### src/verilog/pwrseq_pkg.sv
// constants, types and register map of the power-up reset sequencer
`default_nettype none

package pwrseq_pkg;

  // timing
  localparam int CLK_PERIOD_NS  = 8;
  localparam int RC_TICK_NS     = 1000;
  localparam int RC_DIV         = RC_TICK_NS / CLK_PERIOD_NS;
  localparam int POWERUP_DELAY_TIMER_TIME_US   = 72000;
  localparam int POWERUP_DELAY_TIMER_TICKS     = (POWERUP_DELAY_TIMER_TIME_US * 1000) / RC_TICK_NS;
  localparam int POR_DELAY_NS   = 256;
  localparam int POR_DELAY_CYC  = (POR_DELAY_NS + CLK_PERIOD_NS - 1) / CLK_PERIOD_NS;
  localparam int OST_CYCLES     = 1024;

  // configuration word
  localparam logic [13:0] CFG_SPACE_BASE = 14'h2000;
  localparam logic [13:0] CFG_SPACE_TOP  = 14'h3fff;
  localparam logic [13:0] CFG_WORD_ADDR  = 14'h2007;
  localparam logic [2:0]  CFG_WORD_IDX   = 3'(CFG_WORD_ADDR - CFG_SPACE_BASE);
  localparam logic [13:0] CFG_BLANK      = 14'h3fff;
  localparam int          CFG_POWERUP_DELAY_ENABLE_N_BIT  = 3;
  localparam int          CFG_WATCHDOG_ENABLE_CFG_BIT   = 2;

  typedef enum logic [1:0] {
    LOW_POWER_CRYSTAL_MODE  = 2'b00,
    STANDARD_CRYSTAL_MODE   = 2'b01,
    HIGH_SPEED_CRYSTAL_MODE = 2'b10,
    RC_OSC_MODE             = 2'b11
  } osc_mode_t;

  typedef struct packed {
    logic [1:0] cp_3;
    logic [1:0] cp_2;
    logic [1:0] cp_1;
    logic [1:0] unused;
    logic [1:0] code_protect_select;
    logic       powerup_delay_enable_n;
    logic       watchdog_enable_cfg;
    osc_mode_t  osc_mode_select;
  } cfg_word_t;

  // register byte offsets
  localparam logic [7:0] REG_PWR_CTRL_STAT = 8'h00;
  localparam logic [7:0] REG_IRQ_STATUS    = 8'h04;
  localparam logic [7:0] REG_IRQ_MASK      = 8'h08;
  localparam logic [7:0] REG_SEQ_STATUS    = 8'h0c;
  localparam logic [7:0] REG_CFG_SPACE     = 8'h40;
  localparam logic [7:0] REG_CFG_SPACE_END = 8'h5c;

  // fields and reset values
  localparam int         POWER_CONTROL_STATUS_POR_BIT     = 1;
  localparam logic [7:0] POWER_CONTROL_STATUS_RESET       = 8'h00;
  localparam int         IRQ_W            = 3;
  localparam int         IRQ_POR          = 0;
  localparam int         IRQ_STARTUP_DONE = 1;
  localparam int         IRQ_MASTER_CLEAR_PIN         = 2;
  localparam logic [2:0] IRQ_RESET        = 3'h0;

  typedef enum logic [2:0] {
    ST_OFF   = 3'b000,
    ST_PORD  = 3'b001,
    ST_POWERUP_DELAY_TIMER  = 3'b011,
    ST_OST   = 3'b010,
    ST_RUN   = 3'b110,
    ST_SLEEP = 3'b111
  } seq_state_t;

  typedef enum logic [2:0] {
    SEL_POWER_CONTROL_STATUS, SEL_IRQ_ST, SEL_IRQ_MASK, SEL_SEQ, SEL_SPACE, SEL_NONE
  } reg_sel_t;

endpackage

`default_nettype wire

### src/verilog/cfg_space_mem.sv
// small memory for the first eight words of the test/configuration space
`default_nettype none

module cfg_space_mem (
  // clock
  input  wire logic        clk_i,
  // write port
  input  wire logic        wr_en_i,
  input  wire logic [2:0]  addr_i,
  input  wire logic [13:0] wr_data_i,
  // registered read port
  output logic      [13:0] rd_data_o
);

  logic [13:0] mem_q [8];

  always_ff @(posedge clk_i) begin
    if (wr_en_i) begin
      mem_q[addr_i] <= mem_q[addr_i] & wr_data_i;
    end
  end

  always_ff @(posedge clk_i) begin
    rd_data_o <= mem_q[addr_i];
  end

endmodule // cfg_space_mem

`default_nettype wire

### src/verilog/pwrseq_top.sv
// power-on reset, power-up timer and oscillator settle sequencer with register slave
`default_nettype none

module pwrseq_top
  import pwrseq_pkg::*;
#(
  parameter int POWERUP_DELAY_TIMER_TICKS_P = POWERUP_DELAY_TIMER_TICKS
) (
  // clock and reset
  input  wire logic        clk_i,
  input  wire logic        sys_rst_i,
  // pins from outside the clock domain
  input  wire logic        supply_good_i,
  input  wire logic        master_clear_pin_n_i,
  input  wire logic        osc_input_pin_i,
  input  wire logic        prog_mode_i,
  // core side
  input  wire logic        sleep_req_i,
  input  wire logic        wake_i,
  output logic             core_rst_o,
  output logic             watchdog_enable_o,
  output logic [1:0]       osc_mode_o,
  output logic [1:0]       code_protect_o,
  output logic             irq_o,
  // avalon-mm slave
  input  wire logic [7:0]  avs_address_i,
  input  wire logic        avs_read_i,
  input  wire logic        avs_write_i,
  input  wire logic [31:0] avs_writedata_i,
  output logic      [31:0] avs_readdata_o,
  output logic             avs_waitrequest_o
);

  localparam int POWERUP_DELAY_TIMER_W = $clog2(POWERUP_DELAY_TIMER_TICKS_P + 1);
  localparam int RC_W   = $clog2(RC_DIV + 1);
  localparam int POR_W  = $clog2(POR_DELAY_CYC + 1);
  localparam int OST_W  = $clog2(OST_CYCLES + 1);

  function automatic reg_sel_t decode(input logic [7:0] a);
    reg_sel_t s;
    s = SEL_NONE;
    if (a == REG_PWR_CTRL_STAT) begin
      s = SEL_POWER_CONTROL_STATUS;
    end else if (a == REG_IRQ_STATUS) begin
      s = SEL_IRQ_ST;
    end else if (a == REG_IRQ_MASK) begin
      s = SEL_IRQ_MASK;
    end else if (a == REG_SEQ_STATUS) begin
      s = SEL_SEQ;
    end else if (a >= REG_CFG_SPACE && a <= REG_CFG_SPACE_END && a[1:0] == 2'b00) begin
      s = SEL_SPACE;
    end
    return s;
  endfunction

  // pin synchronisers: only the second stage is read
  logic [3:0] pin_s1_q;
  logic [3:0] pin_s2_q;
  always_ff @(posedge clk_i or posedge sys_rst_i) begin
    if (sys_rst_i) begin
      pin_s1_q <= 4'h0;
      pin_s2_q <= 4'h0;
    end else begin
      pin_s1_q <= {prog_mode_i, osc_input_pin_i, master_clear_pin_n_i, supply_good_i};
      pin_s2_q <= pin_s1_q;
    end
  end
  logic supply_s;
  logic master_clear_pin_n_s;
  logic osc_s;
  logic prog_s;
  assign supply_s = pin_s2_q[0];
  assign master_clear_pin_n_s = pin_s2_q[1];
  assign osc_s    = pin_s2_q[2];
  assign prog_s   = pin_s2_q[3];

  logic osc_prev_q;
  logic master_clear_pin_prev_q;
  always_ff @(posedge clk_i or posedge sys_rst_i) begin
    if (sys_rst_i) begin
      osc_prev_q  <= 1'b0;
      master_clear_pin_prev_q <= 1'b0;
    end else begin
      osc_prev_q  <= osc_s;
      master_clear_pin_prev_q <= master_clear_pin_n_s;
    end
  end
  logic osc_rise;
  assign osc_rise = osc_s && !osc_prev_q;

  // configuration shadow: writes only take bits from one to zero; sys_rst_i reloads the blank word
  cfg_word_t cfg_q;
  logic      is_xtal;
  assign is_xtal = (cfg_q.osc_mode_select != RC_OSC_MODE);

  // bus slave handshake
  logic     pend_q;
  logic     wait_q;
  logic     commit_wr;
  reg_sel_t sel;
  assign sel       = decode(avs_address_i);
  assign commit_wr = !wait_q && avs_write_i;

  always_ff @(posedge clk_i or posedge sys_rst_i) begin
    if (sys_rst_i) begin
      pend_q <= 1'b0;
      wait_q <= 1'b1;
    end else begin
      pend_q <= (avs_read_i || avs_write_i) && wait_q && !pend_q;
      wait_q <= !(pend_q && wait_q);
    end
  end
  assign avs_waitrequest_o = wait_q;

  logic space_wr;
  assign space_wr = commit_wr && sel == SEL_SPACE && prog_s;

  always_ff @(posedge clk_i or posedge sys_rst_i) begin
    if (sys_rst_i) begin
      cfg_q <= CFG_BLANK;
    end else if (space_wr && avs_address_i[4:2] == CFG_WORD_IDX) begin
      cfg_q <= cfg_q & avs_writedata_i[13:0];
    end
  end

  logic [13:0] mem_rdata;
  cfg_space_mem u_mem (
    .clk_i     (clk_i),
    .wr_en_i   (space_wr),
    .addr_i    (avs_address_i[4:2]),
    .wr_data_i (avs_writedata_i[13:0]),
    .rd_data_o (mem_rdata)
  );

  // sequencer
  seq_state_t          state_q;
  seq_state_t          state_d;
  logic [POR_W-1:0]    por_cnt_q;
  logic [RC_W-1:0]     rc_div_q;
  logic                rc_tick;
  logic [POWERUP_DELAY_TIMER_W-1:0]   powerup_delay_timer_cnt_q;
  logic [OST_W-1:0]    ost_cnt_q;
  logic                por_done;
  logic                powerup_delay_timer_done;
  logic                ost_done;

  assign rc_tick   = (rc_div_q == RC_W'(RC_DIV - 1));
  assign por_done  = (por_cnt_q == POR_W'(POR_DELAY_CYC - 1));
  assign powerup_delay_timer_done = rc_tick && (powerup_delay_timer_cnt_q == POWERUP_DELAY_TIMER_W'(POWERUP_DELAY_TIMER_TICKS_P - 1));
  assign ost_done  = osc_rise && (ost_cnt_q == OST_W'(OST_CYCLES - 1));

  always_comb begin
    state_d = state_q;
    case (state_q)
      ST_OFF:   if (supply_s) state_d = ST_PORD;
      ST_PORD: begin
        if (por_done) begin
          if (!cfg_q.powerup_delay_enable_n) begin
            state_d = ST_POWERUP_DELAY_TIMER;
          end else if (is_xtal) begin
            state_d = ST_OST;
          end else begin
            state_d = ST_RUN;
          end
        end
      end
      ST_POWERUP_DELAY_TIMER:  if (powerup_delay_timer_done) state_d = is_xtal ? ST_OST : ST_RUN;
      ST_OST:   if (ost_done) state_d = ST_RUN;
      ST_RUN:   if (sleep_req_i) state_d = ST_SLEEP;
      ST_SLEEP: if (wake_i) state_d = is_xtal ? ST_OST : ST_RUN;
      default:  state_d = ST_OFF;
    endcase
    if (!supply_s) begin
      state_d = ST_OFF;
    end
  end

  always_ff @(posedge clk_i or posedge sys_rst_i) begin
    if (sys_rst_i) begin
      state_q <= ST_OFF;
    end else begin
      state_q <= state_d;
    end
  end

  // stands in for the dedicated rc oscillator: free running, independent of the main osc
  always_ff @(posedge clk_i or posedge sys_rst_i) begin
    if (sys_rst_i) begin
      rc_div_q <= '0;
    end else if (rc_tick) begin
      rc_div_q <= '0;
    end else begin
      rc_div_q <= rc_div_q + RC_W'(1);
    end
  end

  always_ff @(posedge clk_i or posedge sys_rst_i) begin
    if (sys_rst_i) begin
      por_cnt_q <= '0;
    end else if (state_q != ST_PORD) begin
      por_cnt_q <= '0;
    end else if (!por_done) begin
      por_cnt_q <= por_cnt_q + POR_W'(1);
    end
  end

  always_ff @(posedge clk_i or posedge sys_rst_i) begin
    if (sys_rst_i) begin
      powerup_delay_timer_cnt_q <= '0;
    end else if (state_q != ST_POWERUP_DELAY_TIMER) begin
      powerup_delay_timer_cnt_q <= '0;
    end else if (rc_tick) begin
      powerup_delay_timer_cnt_q <= powerup_delay_timer_cnt_q + POWERUP_DELAY_TIMER_W'(1);
    end
  end

  always_ff @(posedge clk_i or posedge sys_rst_i) begin
    if (sys_rst_i) begin
      ost_cnt_q <= '0;
    end else if (state_q != ST_OST) begin
      ost_cnt_q <= '0;
    end else if (osc_rise) begin
      ost_cnt_q <= ost_cnt_q + OST_W'(1);
    end
  end

  // core reset ignores master clear until the delays end, so release is immediate after
  always_ff @(posedge clk_i or posedge sys_rst_i) begin
    if (sys_rst_i) begin
      core_rst_o <= 1'b1;
    end else begin
      core_rst_o <= !(state_q == ST_RUN || state_q == ST_SLEEP) || !master_clear_pin_n_s;
    end
  end

  // config-driven outputs; the watchdog has no software off switch
  always_ff @(posedge clk_i or posedge sys_rst_i) begin
    if (sys_rst_i) begin
      watchdog_enable_o <= CFG_BLANK[CFG_WATCHDOG_ENABLE_CFG_BIT];
      osc_mode_o        <= CFG_BLANK[1:0];
      code_protect_o    <= CFG_BLANK[5:4];
    end else begin
      watchdog_enable_o <= cfg_q.watchdog_enable_cfg;
      osc_mode_o        <= cfg_q.osc_mode_select;
      code_protect_o    <= cfg_q.code_protect_select;
    end
  end

  // power status: the power-on clear beats a software set in the same cycle
  logic por_evt;
  assign por_evt = (state_q == ST_OFF) && (state_d == ST_PORD);
  logic por_flag_q;
  always_ff @(posedge clk_i or posedge sys_rst_i) begin
    if (sys_rst_i) begin
      por_flag_q <= POWER_CONTROL_STATUS_RESET[POWER_CONTROL_STATUS_POR_BIT];
    end else if (por_evt) begin
      por_flag_q <= 1'b0;
    end else if (commit_wr && sel == SEL_POWER_CONTROL_STATUS) begin
      por_flag_q <= avs_writedata_i[POWER_CONTROL_STATUS_POR_BIT];
    end
  end

  // interrupts: sticky, write one to clear, a new event wins over the clear
  logic [IRQ_W-1:0] irq_st_q;
  logic [IRQ_W-1:0] irq_mask_q;
  logic [IRQ_W-1:0] irq_evt;
  logic [IRQ_W-1:0] irq_clr;
  always_comb begin
    irq_evt                   = '0;
    irq_evt[IRQ_POR]          = por_evt;
    irq_evt[IRQ_STARTUP_DONE] = (state_d == ST_RUN) && (state_q inside {ST_PORD, ST_POWERUP_DELAY_TIMER, ST_OST});
    irq_evt[IRQ_MASTER_CLEAR_PIN]         = master_clear_pin_prev_q && !master_clear_pin_n_s;
    irq_clr = (commit_wr && sel == SEL_IRQ_ST) ? avs_writedata_i[IRQ_W-1:0] : '0;
  end

  always_ff @(posedge clk_i or posedge sys_rst_i) begin
    if (sys_rst_i) begin
      irq_st_q   <= IRQ_RESET;
      irq_mask_q <= IRQ_RESET;
      irq_o      <= 1'b0;
    end else begin
      irq_st_q <= (irq_st_q & ~irq_clr) | irq_evt;
      if (commit_wr && sel == SEL_IRQ_MASK) begin
        irq_mask_q <= avs_writedata_i[IRQ_W-1:0];
      end
      irq_o <= |(((irq_st_q & ~irq_clr) | irq_evt) & irq_mask_q);
    end
  end

  // read data; config space reads zero outside programming mode
  always_ff @(posedge clk_i or posedge sys_rst_i) begin
    if (sys_rst_i) begin
      avs_readdata_o <= 32'h0;
    end else if (pend_q && wait_q) begin
      avs_readdata_o <= 32'h0;
      case (sel)
        SEL_POWER_CONTROL_STATUS:     avs_readdata_o[POWER_CONTROL_STATUS_POR_BIT] <= por_flag_q;
        SEL_IRQ_ST:   avs_readdata_o[IRQ_W-1:0] <= irq_st_q;
        SEL_IRQ_MASK: avs_readdata_o[IRQ_W-1:0] <= irq_mask_q;
        SEL_SEQ:      avs_readdata_o[5:0] <= {prog_s, master_clear_pin_n_s, core_rst_o, state_q};
        SEL_SPACE: begin
          if (prog_s) begin
            avs_readdata_o[13:0] <= (avs_address_i[4:2] == CFG_WORD_IDX) ? cfg_q : mem_rdata;
          end
        end
        default:      avs_readdata_o <= 32'h0;
      endcase
    end
  end
endmodule // pwrseq_top

`default_nettype wire

### config.mk
export PLATFORM = sky130hd
export DESIGN_NAME = pwrseq_top
export DESIGN_NICKNAME = d
export VERILOG_FILES = /design/src/verilog/pwrseq_pkg.sv /design/src/verilog/cfg_space_mem.sv /design/src/verilog/pwrseq_top.sv
export SDC_FILE = /design/constraint.sdc
export NUM_CORES = 1
export LEC_CHECK = 0
export BUFFER_PORTS_ARGS = -buffer_cell sky130_fd_sc_hd__buf_2
export CAP_MARGIN = 10
export CORE_MARGIN = 4
export CORE_UTILIZATION = 50
export CTS_CLUSTER_SIZE = 10
export DETAILED_ROUTE_END_ITERATION = 8
export GPL_TIMING_DRIVEN = 0
export HOLD_SLACK_MARGIN = 0.12
export PLACE_DENSITY = 0.74
export SYNTH_ARGS = -nofsm -noshare
export SYNTH_HDL_FRONTEND = slang
export SYNTH_SLANG_ARGS = --single-unit
### constraint.sdc
create_clock -name clk_i -period 3 [get_ports clk_i]
set_clock_uncertainty 0.1 [all_clocks]
set_input_delay 0.15 -clock clk_i [delete_from_list [all_inputs] [get_ports clk_i]]
set_output_delay 0.15 -clock clk_i [all_outputs]
set_load 0.01 [all_outputs]
## After elaboration in Yosys (flattened, before gate mapping)

Memories as Yosys holds them, arrays and structs flattened.
Cells that the tools add are included.
Widths: inputs -> output; s select.

| word-level totals | value |
|---|---|
| flip-flop bits (word level) | 112 |
| output and inout bits | 40 |
| input bits | 50 |
| logic and storage cells | 135 |
| memories kept | 1 |
| memory bits (writable) | 112 |

Memories:

| memory | words | width | read ports | clocked after memory_dff | write ports | RTL line | source |
|---|---|---|---|---|---|---|---|
| u_mem.mem_q | 8 | 14 | 1 | 0 | 1 | cfg_space_mem.sv:15 | `logic [13:0] mem_q [8];` |

| operators by class | value |
|---|---|
| reduce and logical (&&, ||, !) cells | 36 |
| add/subtract/negate cells | 4 |
| eq/ne operators | 24 |
| mux-type cells | 33 |
| bitwise gates (word level) | 6 |
| magnitude comparators | 2 |

Operator list:

| cell | number |
|---|---|
| $mux 3 | 13 |
| $mux 17 | 2 |
| $and 14x14->14 | 2 |
| $mux 14 | 2 |
| $mux 11 | 2 |
| $logic_and 1x1->1 | 18 |
| $pmux 3 s6 | 1 |
| $add 17x1->17 const B | 1 |
| $eq 17x17->1 const B | 1 |
| $eq 8x4->1 const B | 2 |
| $eq 3x3->1 const B | 5 |
| $eq 3x2->1 const B | 4 |
| $mux 6 | 2 |
| $add 11x1->11 const B | 1 |
| $eq 11x10->1 const B | 1 |
| $eq 3x1->1 const B | 3 |
| $eq 8x3->1 const B | 1 |
| $ge 8x7->1 const B | 1 |
| $le 8x7->1 const B | 1 |
| $logic_not 8->1 | 1 |
| $mux 8 | 1 |
| $pmux 1 s4 | 2 |
| $add 7x1->7 const B | 1 |
| $eq 7x7->1 const B | 1 |
| 20 further kinds | 36 |

## Longest topological paths before layout

Gate-level depths: netlist (run 1).

| depth | value |
|---|---|
| depth in word-level cells | 16 |
| mapped depth | 7 |
| mapped depth without buffers | 7 |

## Hierarchy

From an unflattened synthesis (run 1), not the netlist that was laid out.

| second synthesis, totals | value |
|---|---|
| cells, all modules | 690 |
| area total of the unflattened synthesis | 9,372.7 um2 |

Modules (own cells, without submodules):

| module | cells an instance | instances | area an instance (um2) |
|---|---|---|---|
| cfg_space_mem | 263 | 1 | 4,807.1 |
| pwrseq_top | 427 | 1 | 4,565.6 |

## Worst setup path before layout (run 1)

Ideal clock, no wire load.

| timing path | value |
|---|---|
| kind | input to register |
| from | input avs_address_i[5] |
| to | memory u_mem.mem_q[0][0], enable pin |
| required time | 2,497 ps |
| path buffers | 0 |
| slack | 393 ps |
| arrival time | 2,104 ps |
| stages | 4 |
| path through | nor4_2 -> nand3_1 -> or3_1 -> nor3_1 |

| on the way | value |
|---|---|
| longest elaborated chain between the ends | 13 |
| elaborated cells between the ends (all ways) | 18 |

Ends and longest elaborated chain:

| item | RTL line | source |
|---|---|---|
| start, declared | pwrseq_top.sv:26 | `input wire logic [7:0] avs_address_i,` |
| $ge 8x7->1 / $le 8x7->1 (equally long branches) | pwrseq_top.sv:50 | `end else if (a >= REG_CFG_SPACE && a <= REG_CFG_SPACE_END && a[1:0] == 2'b00) begin` |
| $logic_and 1x1->1 (2 in series) | pwrseq_top.sv:50 |  |
| $mux 1 | pwrseq_top.sv:50 |  |
| $mux 3 | pwrseq_top.sv:48 | `end else if (a == REG_SEQ_STATUS) begin` |
| $mux 3 | pwrseq_top.sv:46 | `end else if (a == REG_IRQ_MASK) begin` |
| $mux 3 | pwrseq_top.sv:44 | `end else if (a == REG_IRQ_STATUS) begin` |
| $mux 3 * | pwrseq_top.sv:42 | `if (a == REG_PWR_CTRL_STAT) begin` |
| $eq 3x3->1 * | pwrseq_top.sv:116 | `assign space_wr = commit_wr && sel == SEL_SPACE && prog_s;` |
| $logic_and 1x1->1 * (2 in series) | pwrseq_top.sv:116 |  |
| $mux 1 * | cfg_space_mem.sv:18 | `if (wr_en_i) begin` |
| $mux 1 (not written as such) * | cfg_space_mem.sv:19 | `mem_q[addr_i] <= mem_q[addr_i] & wr_data_i;` |
| end, declared | cfg_space_mem.sv:15 |  |

Every way passes the cells marked *; elsewhere a longest branch is shown, timed or not.

## Worst setup path in the final report (run 1)

| timing path | value |
|---|---|
| from | input avs_address_i[5] |
| to | memory u_mem.mem_q[3][3], enable pin |

The elaborated chain is that of the path after synthesis.

==> results of run 1 <==
registers in the layout, summed over array words and instances, names as in the netlist, 6 cells and up:
signal,flops
avs_readdata_o,14
rc_div_q,7
u_mem.mem_q,112
u_mem.rd_data_o,14
cfg_q,14
powerup_delay_timer_cnt_q,17
ost_cnt_q,11
por_cnt_q,6
power groups by stage:
stage / Combinational [W] / Sequential [W] / Clock (W)
after floorplan: 0.000235 / 0.00337 / 0
after global placement: 0.000345 / 0.00337 / 0
after detailed placement: 0.000364 / 0.00338 / 0
after CTS: 0.000398 / 0.00332 / 0.00284
after global routing: 0.000438 / 0.00332 / 0.00299
final: 0.000400 / 0.00332 / 0.00281
layout make-up:
type                    count  share of cell area [%]
clock buffers              46                    6.61
well taps                 229                    2.61
multi-input cells         380                    26.4
flip-flops and latches    224                    55.8
inverters                   5                   0.194
plain buffers              41                    2.17
repair buffers             88                    5.88
clock inverters             2                   0.331
what timing repair did:
action | 4_1_cts | 5_1_grt
hold endpoints to repair | 232 | 0
hold buffers | 32 | 0
setup endpoints to repair | 0 | 6
gates resized for setup | 0 | 2
synth_stat cells (2+ instances only):
| cell | instances |
|---|---|
| nor3_2 | 2 |
| xnor2_1 | 7 |
| xor2_1 | 23 |
| inv_1 | 5 |
| dfrtp_1 | 77 |
| mux4_2 | 28 |
| buf_2 | 7 |
| and3_1 | 9 |
| nor4_2 | 2 |
| and4_1 | 5 |
| nand4_1 | 11 |
| o21ai_0 | 22 |
| nand3b_1 | 3 |
| clkbuf_1 | 14 |
| nor4_1 | 2 |
| edfxtp_1 | 112 |
| or3_1 | 3 |
| nor3b_1 | 4 |
| a222oi_1 | 2 |
| dfstp_2 | 21 |
| nand2_1 | 33 |
| o21ai_1 | 6 |
| nand3_1 | 26 |
| nor2_1 | 60 |
| a211oi_1 | 2 |
| a31oi_1 | 3 |
| and2_1 | 18 |
| mux2i_1 | 15 |
| dfxtp_1 | 14 |
| ha_1 | 5 |
| o21a_1 | 16 |
| a21oi_1 | 8 |
| buf_4 | 18 |
| nor3_1 | 5 |
| nor2b_1 | 4 |
| nand2b_1 | 4 |
| mux2_2 | 22 |
path summary, 6_finish.rpt:
kind                                                   to  depth (start not counted)
max reg2reg                   u_mem.mem_q[3][3]$_DFFE_PP_                          3
min                                 irq_st_q[1]$_DFF_PP0_                          5
max in group asynchronous            cfg_q[3]$_DFFE_PP1P_                          5
max                           u_mem.mem_q[3][3]$_DFFE_PP_                          6
min in group asynchronous  avs_readdata_o[11]$_DFFE_PP0P_                          4
min reg2reg                         pin_s2_q[2]$_DFF_PP0_                          0
critical path, delay by kind of cell:
kind,cells,cell delay (ns)
buf+inv,2,0.68
simple gates,4,1.98
layer usage:
layer | part of all wire (%) | wire length (um) | up-vias | track usage, %
li1 | - | - | 2576 | -
met1 | 41 | 8260 | 2920 | 26.3
met2 | 51 | 10100 | 208 | 34.3
met3 | 6.3 | 1260 | 30 | 2.56
met4 | 2.0 | 403 | 0 | 5.00
met5 | 0 | 0 | - | 0
cell families after synthesis:
| logic type | count (synthesis) | share of synthesized area, % |
|---|---|---|
| multiplexers | 65 | 11.2 |
| buffers and inverters | 46 | 2.79 |
| adder cells (fa/ha/maj) | 5 | 0.682 |
| other | 1 | 0.0409 |
| flip-flops | 224 | 66.7 |
| XOR/XNOR | 30 | 2.86 |
| AO/OA/AOI/OAI | 67 | 4.65 |
| AND/OR/NAND/NOR | 195 | 11.1 |
per-stage QoR:
stage	util, %	hold slack (ns)
after floorplan	-	0.0814
after global placement	54.3	0.159
after detailed placement	54.8	0.0497
after CTS	60.8	0.125
after global routing	60.9	0.159
final	60.9	0.137
==> impl_metrics.py, run 1 <==
metrics = {
    "floorplan": {
        "num_rows": 49,
        "dieArea_um2": 20600,
        "die_w_um": 143,
        "die_h_um": 143,
        "core-area_um2": 18000,
        "initial_core_util_pct": 50.9,
        "top_level_ports": 90,
    },
    "power": {
        "switching_share_pct": 22.1,
        "pwr-share-seq_pct": 50.8,
        "power_w": 0.00653,
        "ir_drop_mv": 0.574,
        "internal_power_w": 0.00509,
        "p_switching_w": 0.00144,
        "power_leakage_nw": 4.27,
        "power-per-cell-area_nw_per_um2": 595,
        "power.share.clock_pct": 43.0,
        "p_comb_share_pct": 6.1,
    },
    "timing": {
        "drv_slew": 0,
        "rsz0062_at_grt": "false",
        "finalHoldViolations": 0,
        "finalCritPeriodShare_pct": 92.6,
        "worst_pin_slew_ns": 1.00,
        "post-route-min-period_ns": 2.78,
        "tns_ns": 0,
        "setup_viol": 0,
        "timing.fmax_mhz": 360,
        "slew_headroom_pct": 33.0,
        "setup_ws_ns": 0.222,
    },
    "worst_setup_path": {
        "cpMaxStageDelayCell": "nor2_2",
        "endpoint_kind": "flip-flop",
        "max_stage_delay_ns": 0.79,
        "ff2ff_setup_slack_ns": 0.62,
        "crit_arrival_ns": 2.82,
        "start_kind": "input port",
        "crit_chain": "dlygate4sd3_1 > buf_2 > nor4_2 > nand3_1 > or3_1 > nor2_2",
        "critPathRequiredTime_ns": 3.04,
        "critical_path_class": "in2reg",
        "cp_max_fo": 14,
        "r2r_start": "avs_waitrequest_o$_DFF_PP1_",
        "worstSetupStartpoint": "avs_address_i[5]",
    },
    "synthesis": {
        "avgSynthCellArea_um2": 14.5,
        "yosys-top-cells-area": "edfxtp_1 37%, dfrtp_1 21%, mux4_2 6.9%",
        "yosys_most_used_dff": "edfxtp_1",
        "synth_edf_count": 112,
        "yosys.area.top_type": "edfxtp_1",
        "async_flop_share_pct": 43.8,
        "yosysSeqAreaShare_pct": 66.7,
        "netlist_area_um2": 9180,
        "synth-seq-cells": 224,
        "yosysWarnings": 0,
        "synth.distinct_cells": 52,
        "netlist_instances": 633,
        "yosysTopAreaCellShare_pct": 36.6,
    },
    "clock_network": {
        "ctsLongestPathBuffers": 3,
        "htree_levels": 1,
        "postCtsSetupBuffers": 0,
        "clockRootBuffer": "clkbuf_16",
        "cts.sinks": 224,
        "cts_tree": "built",
        "clock_latency_ns": 0.53,
        "cts_buffers": 26,
        "clkTransAtPathRegs_ns": 0.05,
    },
    "finish": {
        "num-fill-cells": 1289,
        "layout_common_cells": "112 x edfxtp_1, 77 x dfrtp_1, 59 x buf_2",
        "fin_cells": 1015,
        "antenna_cells": 0,
        "syn2layout_area_growth_pct": 19.5,
        "stdcell_area_um2": 11000,
        "seq_area_um2": 6120,
        "drive_above_1_share_pct": 25.2,
        "multi_input_area_um2": 2900,
        "nNetsFinal": 821,
        "layout_commonest_cell": "edfxtp_1",
    },
    "global_routing": {
        "grt_max_degree": 76,
        "grt_pass1_vias": 5869,
        "grt_pass1_wl_um": 31700,
        "grt_overflow": 0,
        "grt.total_usage_pct": 19.6,
        "antenna_found_initial": 0,
    },
    "placement": {
        "hpwlAfterDp_um": 12700,
        "dp_cells": 935,
        "io_buffers": 52,
        "gp_congestion": 0.832,
        "pre_cts_ws_ns": -0.165,
        "postPlaceCellArea_um2": 9880,
    },
    "routing": {
        "ant_nets": 0,
        "avgViaCountPerCell": 5.65,
        "wirelength_um": 20100,
        "detail_route.wl_per_cell_um": 19.8,
        "drt_iter0_drc": 503,
        "drc": 0,
        "vias": 5734,
        "dr.pass1.iters": 6,
    },
    "run_status": {
        "outcome": "finished clean",
    },
    "flow_run": {
        "max_cap_viol_count": 0,
    },
    "min_path": {
        "hold_start": "wake_i",
        "min_path_type": "in2reg",
    },
}
(Power assumes the default switching activity.)
==> run 2, diff against run 1 <==
- ABC_AREA: not set -> 1
==> impl_metrics.py, run 2 <==
metrics = {
    "synthesis": {
        "async_flop_share_pct": 43.8,
        "yosysSeqAreaShare_pct": 64.9,
        "yosys_most_used_dff": "edfxtp_1",
        "synthXorXnorAreaFrac_pct": 0.278,
        "synth_edf_count": 112,
        "synth-seq-cells": 224,
        "synthAdderAreaFrac_pct": 0.663,
        "avgSynthCellArea_um2": 10.5,
        "synth_top_family_by_area": "simple AND/OR/NAND/NOR gates",
        "yosysWarnings": 0,
        "synth.distinct_cells": 42,
        "synth_most_common_cell": "nand2_1",
        "yosys.area.top_type": "edfxtp_1",
        "netlist_area_um2": 9440,
        "synth.area.mux_share_pct": 0,
        "synthSimpleGateAreaFrac_pct": 15.9,
        "yosys-top-cells-area": "edfxtp_1 36%, dfrtp_1 20%, nand2_1 6.7%",
        "yosysTopAreaCellShare_pct": 35.6,
        "netlist_instances": 895,
        "synth.top_cells.by_count": "169 x nand2_1, 112 x edfxtp_1, 109 x inv_1, 77 x dfrtp_1, 66 x nor2_1",
        "synth_compound_area_share_pct": 11.2,
    },
    "flow_run": {
        "max_cap_viol_count": 0,
    },
    "worst_setup_path": {
        "start_kind": "input port",
        "max_stage_delay_ns": 0.80,
        "path_common_cell": "inv_2",
        "r2r_start": "pin_s2_q[3]$_DFF_PP0_",
        "crit_family": "simple AND/OR/NAND/NOR gates",
        "ff2ff_setup_slack_ns": 0.50,
        "rr_endpoint": "u_mem.mem_q[2][7]$_DFFE_PP_",
        "cpMaxStageDelayCell": "nor4_2",
        "cp.buffers_inverters": 5,
        "r2r.worst_path.cells": 7,
        "critPathRequiredTime_ns": 3.13,
        "cp_max_fo": 8,
        "critical_path_class": "in2reg",
        "endpoint_kind": "flip-flop",
        "crit_chain": "dlygate4sd3_1 > buf_2 > nor2_2 > nand4_4 > nor2_4 > inv_2 > nor2_1 > inv_2 > nor4_2 > buf_4",
        "crit_arrival_ns": 2.83,
    },
    "finish": {
        "regMostFlops": "u_mem.mem_q",
        "layout_common_cells": "169 x nand2_1, 112 x edfxtp_1, 108 x inv_1",
        "syn2layout_area_growth_pct": 19.5,
        "top_regs": "u_mem.mem_q: 112 flops, powerup_delay_timer_cnt_q: 17 flops",
        "drive_above_1_share_pct": 18.5,
        "num-fill-cells": 1467,
        "antenna_cells": 0,
        "nNetsFinal": 1092,
        "layout_commonest_cell": "nand2_1",
        "final_util_pct": 61.8,
        "largest_reg_flops": 112,
    },
    "timing": {
        "post-route-min-period_ns": 2.70,
        "worst_hold_slack_ns": 0.123,
        "setup_viol": 0,
        "timing.fmax_mhz": 371,
        "drv_slew": 0,
        "rsz0062_at_grt": "false",
        "worst_pin_slew_ns": 1.05,
        "finalHoldViolations": 0,
        "slew_headroom_pct": 29.6,
        "finalCritPeriodShare_pct": 89.9,
    },
    "min_path": {
        "hold_path_end": "por_flag_q$_DFFE_PP0P_",
        "hold_start": "avs_write_i",
        "min_path_type": "in2reg",
        "whs_path_depth": 5,
    },
    "power": {
        "p_switching_w": 0.00154,
        "p_comb_share_pct": 7.8,
        "power-per-cell-area_nw_per_um2": 593,
        "power_leakage_nw": 4.87,
        "switching_share_pct": 23.1,
        "power_w": 0.00670,
        "internal_power_w": 0.00515,
        "ir_drop_mv": 0.442,
        "pwr-share-seq_pct": 50.2,
        "power.share.clock_pct": 42.0,
    },
    "floorplan": {
        "die_h_um": 145,
        "num_rows": 49,
        "core-area_um2": 18300,
        "top_level_ports": 90,
        "initial_core_util_pct": 51.7,
        "dieArea_um2": 21100,
        "die_w_um": 145,
    },
    "global_routing": {
        "use_met1_pct": 26.4,
        "grt.total_usage_pct": 20.6,
        "grt_overflow": 0,
        "grt_pass1_wl_um": 35800,
        "top_usage_layer": "met2",
        "grt_use_met2_pct": 35.7,
        "gr-usage-met3_pct": 3.24,
        "grt_pass1_vias": 7100,
        "antenna_found_initial": 0,
        "grt_max_degree": 69,
    },
    "clock_network": {
        "htree_levels": 1,
        "clkTransAtPathRegs_ns": 0.05,
        "cts_buffers": 26,
        "cts.sinks": 224,
        "postCtsSetupBuffers": 0,
        "ctsLongestPathBuffers": 3,
        "cts_tree": "built",
        "clock_latency_ns": 0.53,
        "clockRootBuffer": "clkbuf_16",
    },
    "placement": {
        "gp_congestion": 0.829,
        "io_buffers": 52,
        "hpwlAfterDp_um": 14500,
    },
    "routing": {
        "dr.pass1.iters": 5,
        "ant_nets": 0,
        "wirelength_um": 21400,
        "avgViaCountPerCell": 5.34,
        "drt_iter0_drc": 618,
        "vias": 6867,
        "detail_route.wl_per_cell_um": 16.6,
        "drc": 0,
    },
    "run_status": {
        "outcome": "finished clean",
    },
}
run 2: through the flow:
stage	area, um2	cells	TNS [ns]	setup slack [ns]
global placement	10100	1193	-133.17	-1.24
finish	11300	1286	0	0.302
floorplan	9500	912	0	0.223
detailed placement	10200	1203	0	0.270
global route	11300	1286	0	0.181
CTS	11300	1286	0	0.337
run 2: area by class of cell:
cell class / instances / area [um2] / area share (%)
inverter: 117 / 443 / 3.92
clock buffer: 47 / 739 / 6.55
tap: 229 / 287 / 2.54
clock inverter: 1 / 16.3 / 0.144
multi-input combinational: 533 / 2740 / 24.3
buffer: 38 / 229 / 2.03
sequential: 224 / 6120 / 54.2
timing repair buffer: 97 / 709 / 6.29
run 2: worst max-delay path by stage:
stage	startpoint	slack [ns]	endpoint	depth (start not counted)
finish	avs_address_i[1]	0.30	u_mem.mem_q[2][7]$_DFFE_PP_	10
global route	avs_address_i[1]	0.18	u_mem.mem_q[2][7]$_DFFE_PP_	10
CTS	avs_address_i[1]	0.34	u_mem.mem_q[2][6]$_DFFE_PP_	10
detailed placement	avs_address_i[1]	0.27	u_mem.mem_q[2][6]$_DFFE_PP_	9
global placement	avs_address_i[1]	-1.24	u_mem.mem_q[1][9]$_DFFE_PP_	8
floorplan	sys_rst_i	0.22	avs_readdata_o[0]$_DFFE_PP0P_	1
run 2: cells by family (layout without fill, tap and decap cells):
group           Yosys count  after routing
compound gates          181            181
xor+xnor                  3              3
fa+ha+maj                 5              5
buf+inv                 155            300
flops                   224            224
other cells               1             18
simple gates            326            326
run 2: tightest hold or removal path, delay by kind of cell:
kind / cells / cell delay, ns
buffers and inverters: 1 / 0.10
AOI/OAI and AO/OA: 2 / 0.21
and+or+nand+nor: 2 / 0.22
run 2: metal layers:
metal  vias to the layer above  part of all wire (%)  wire length [um]
met2                       217                    49             10500
li1                       3275                     -                 -
met1                      3320                    41              8820
met5                         -                     0                 0
met3                        55                   6.5              1390
met4                         0                   2.9               621
run 2: power by group through the flow:
stage	Combinational, W	Sequential (W)	Clock [W]
after floorplan	0.000298	0.00342	0
after CTS	0.000521	0.00336	0.00285
after global placement	0.000468	0.00342	0
final	0.000522	0.00336	0.00281
after global routing	0.000588	0.00337	0.00298
after detailed placement	0.000484	0.00342	0
run 2: what timing repair did:
| item | in CTS | in global routing |
|---|---|---|
| gates resized for setup | 0 | 0 |
| endpoints found under the hold margin | 257 | 0 |
| hold buffers | 35 | 0 |
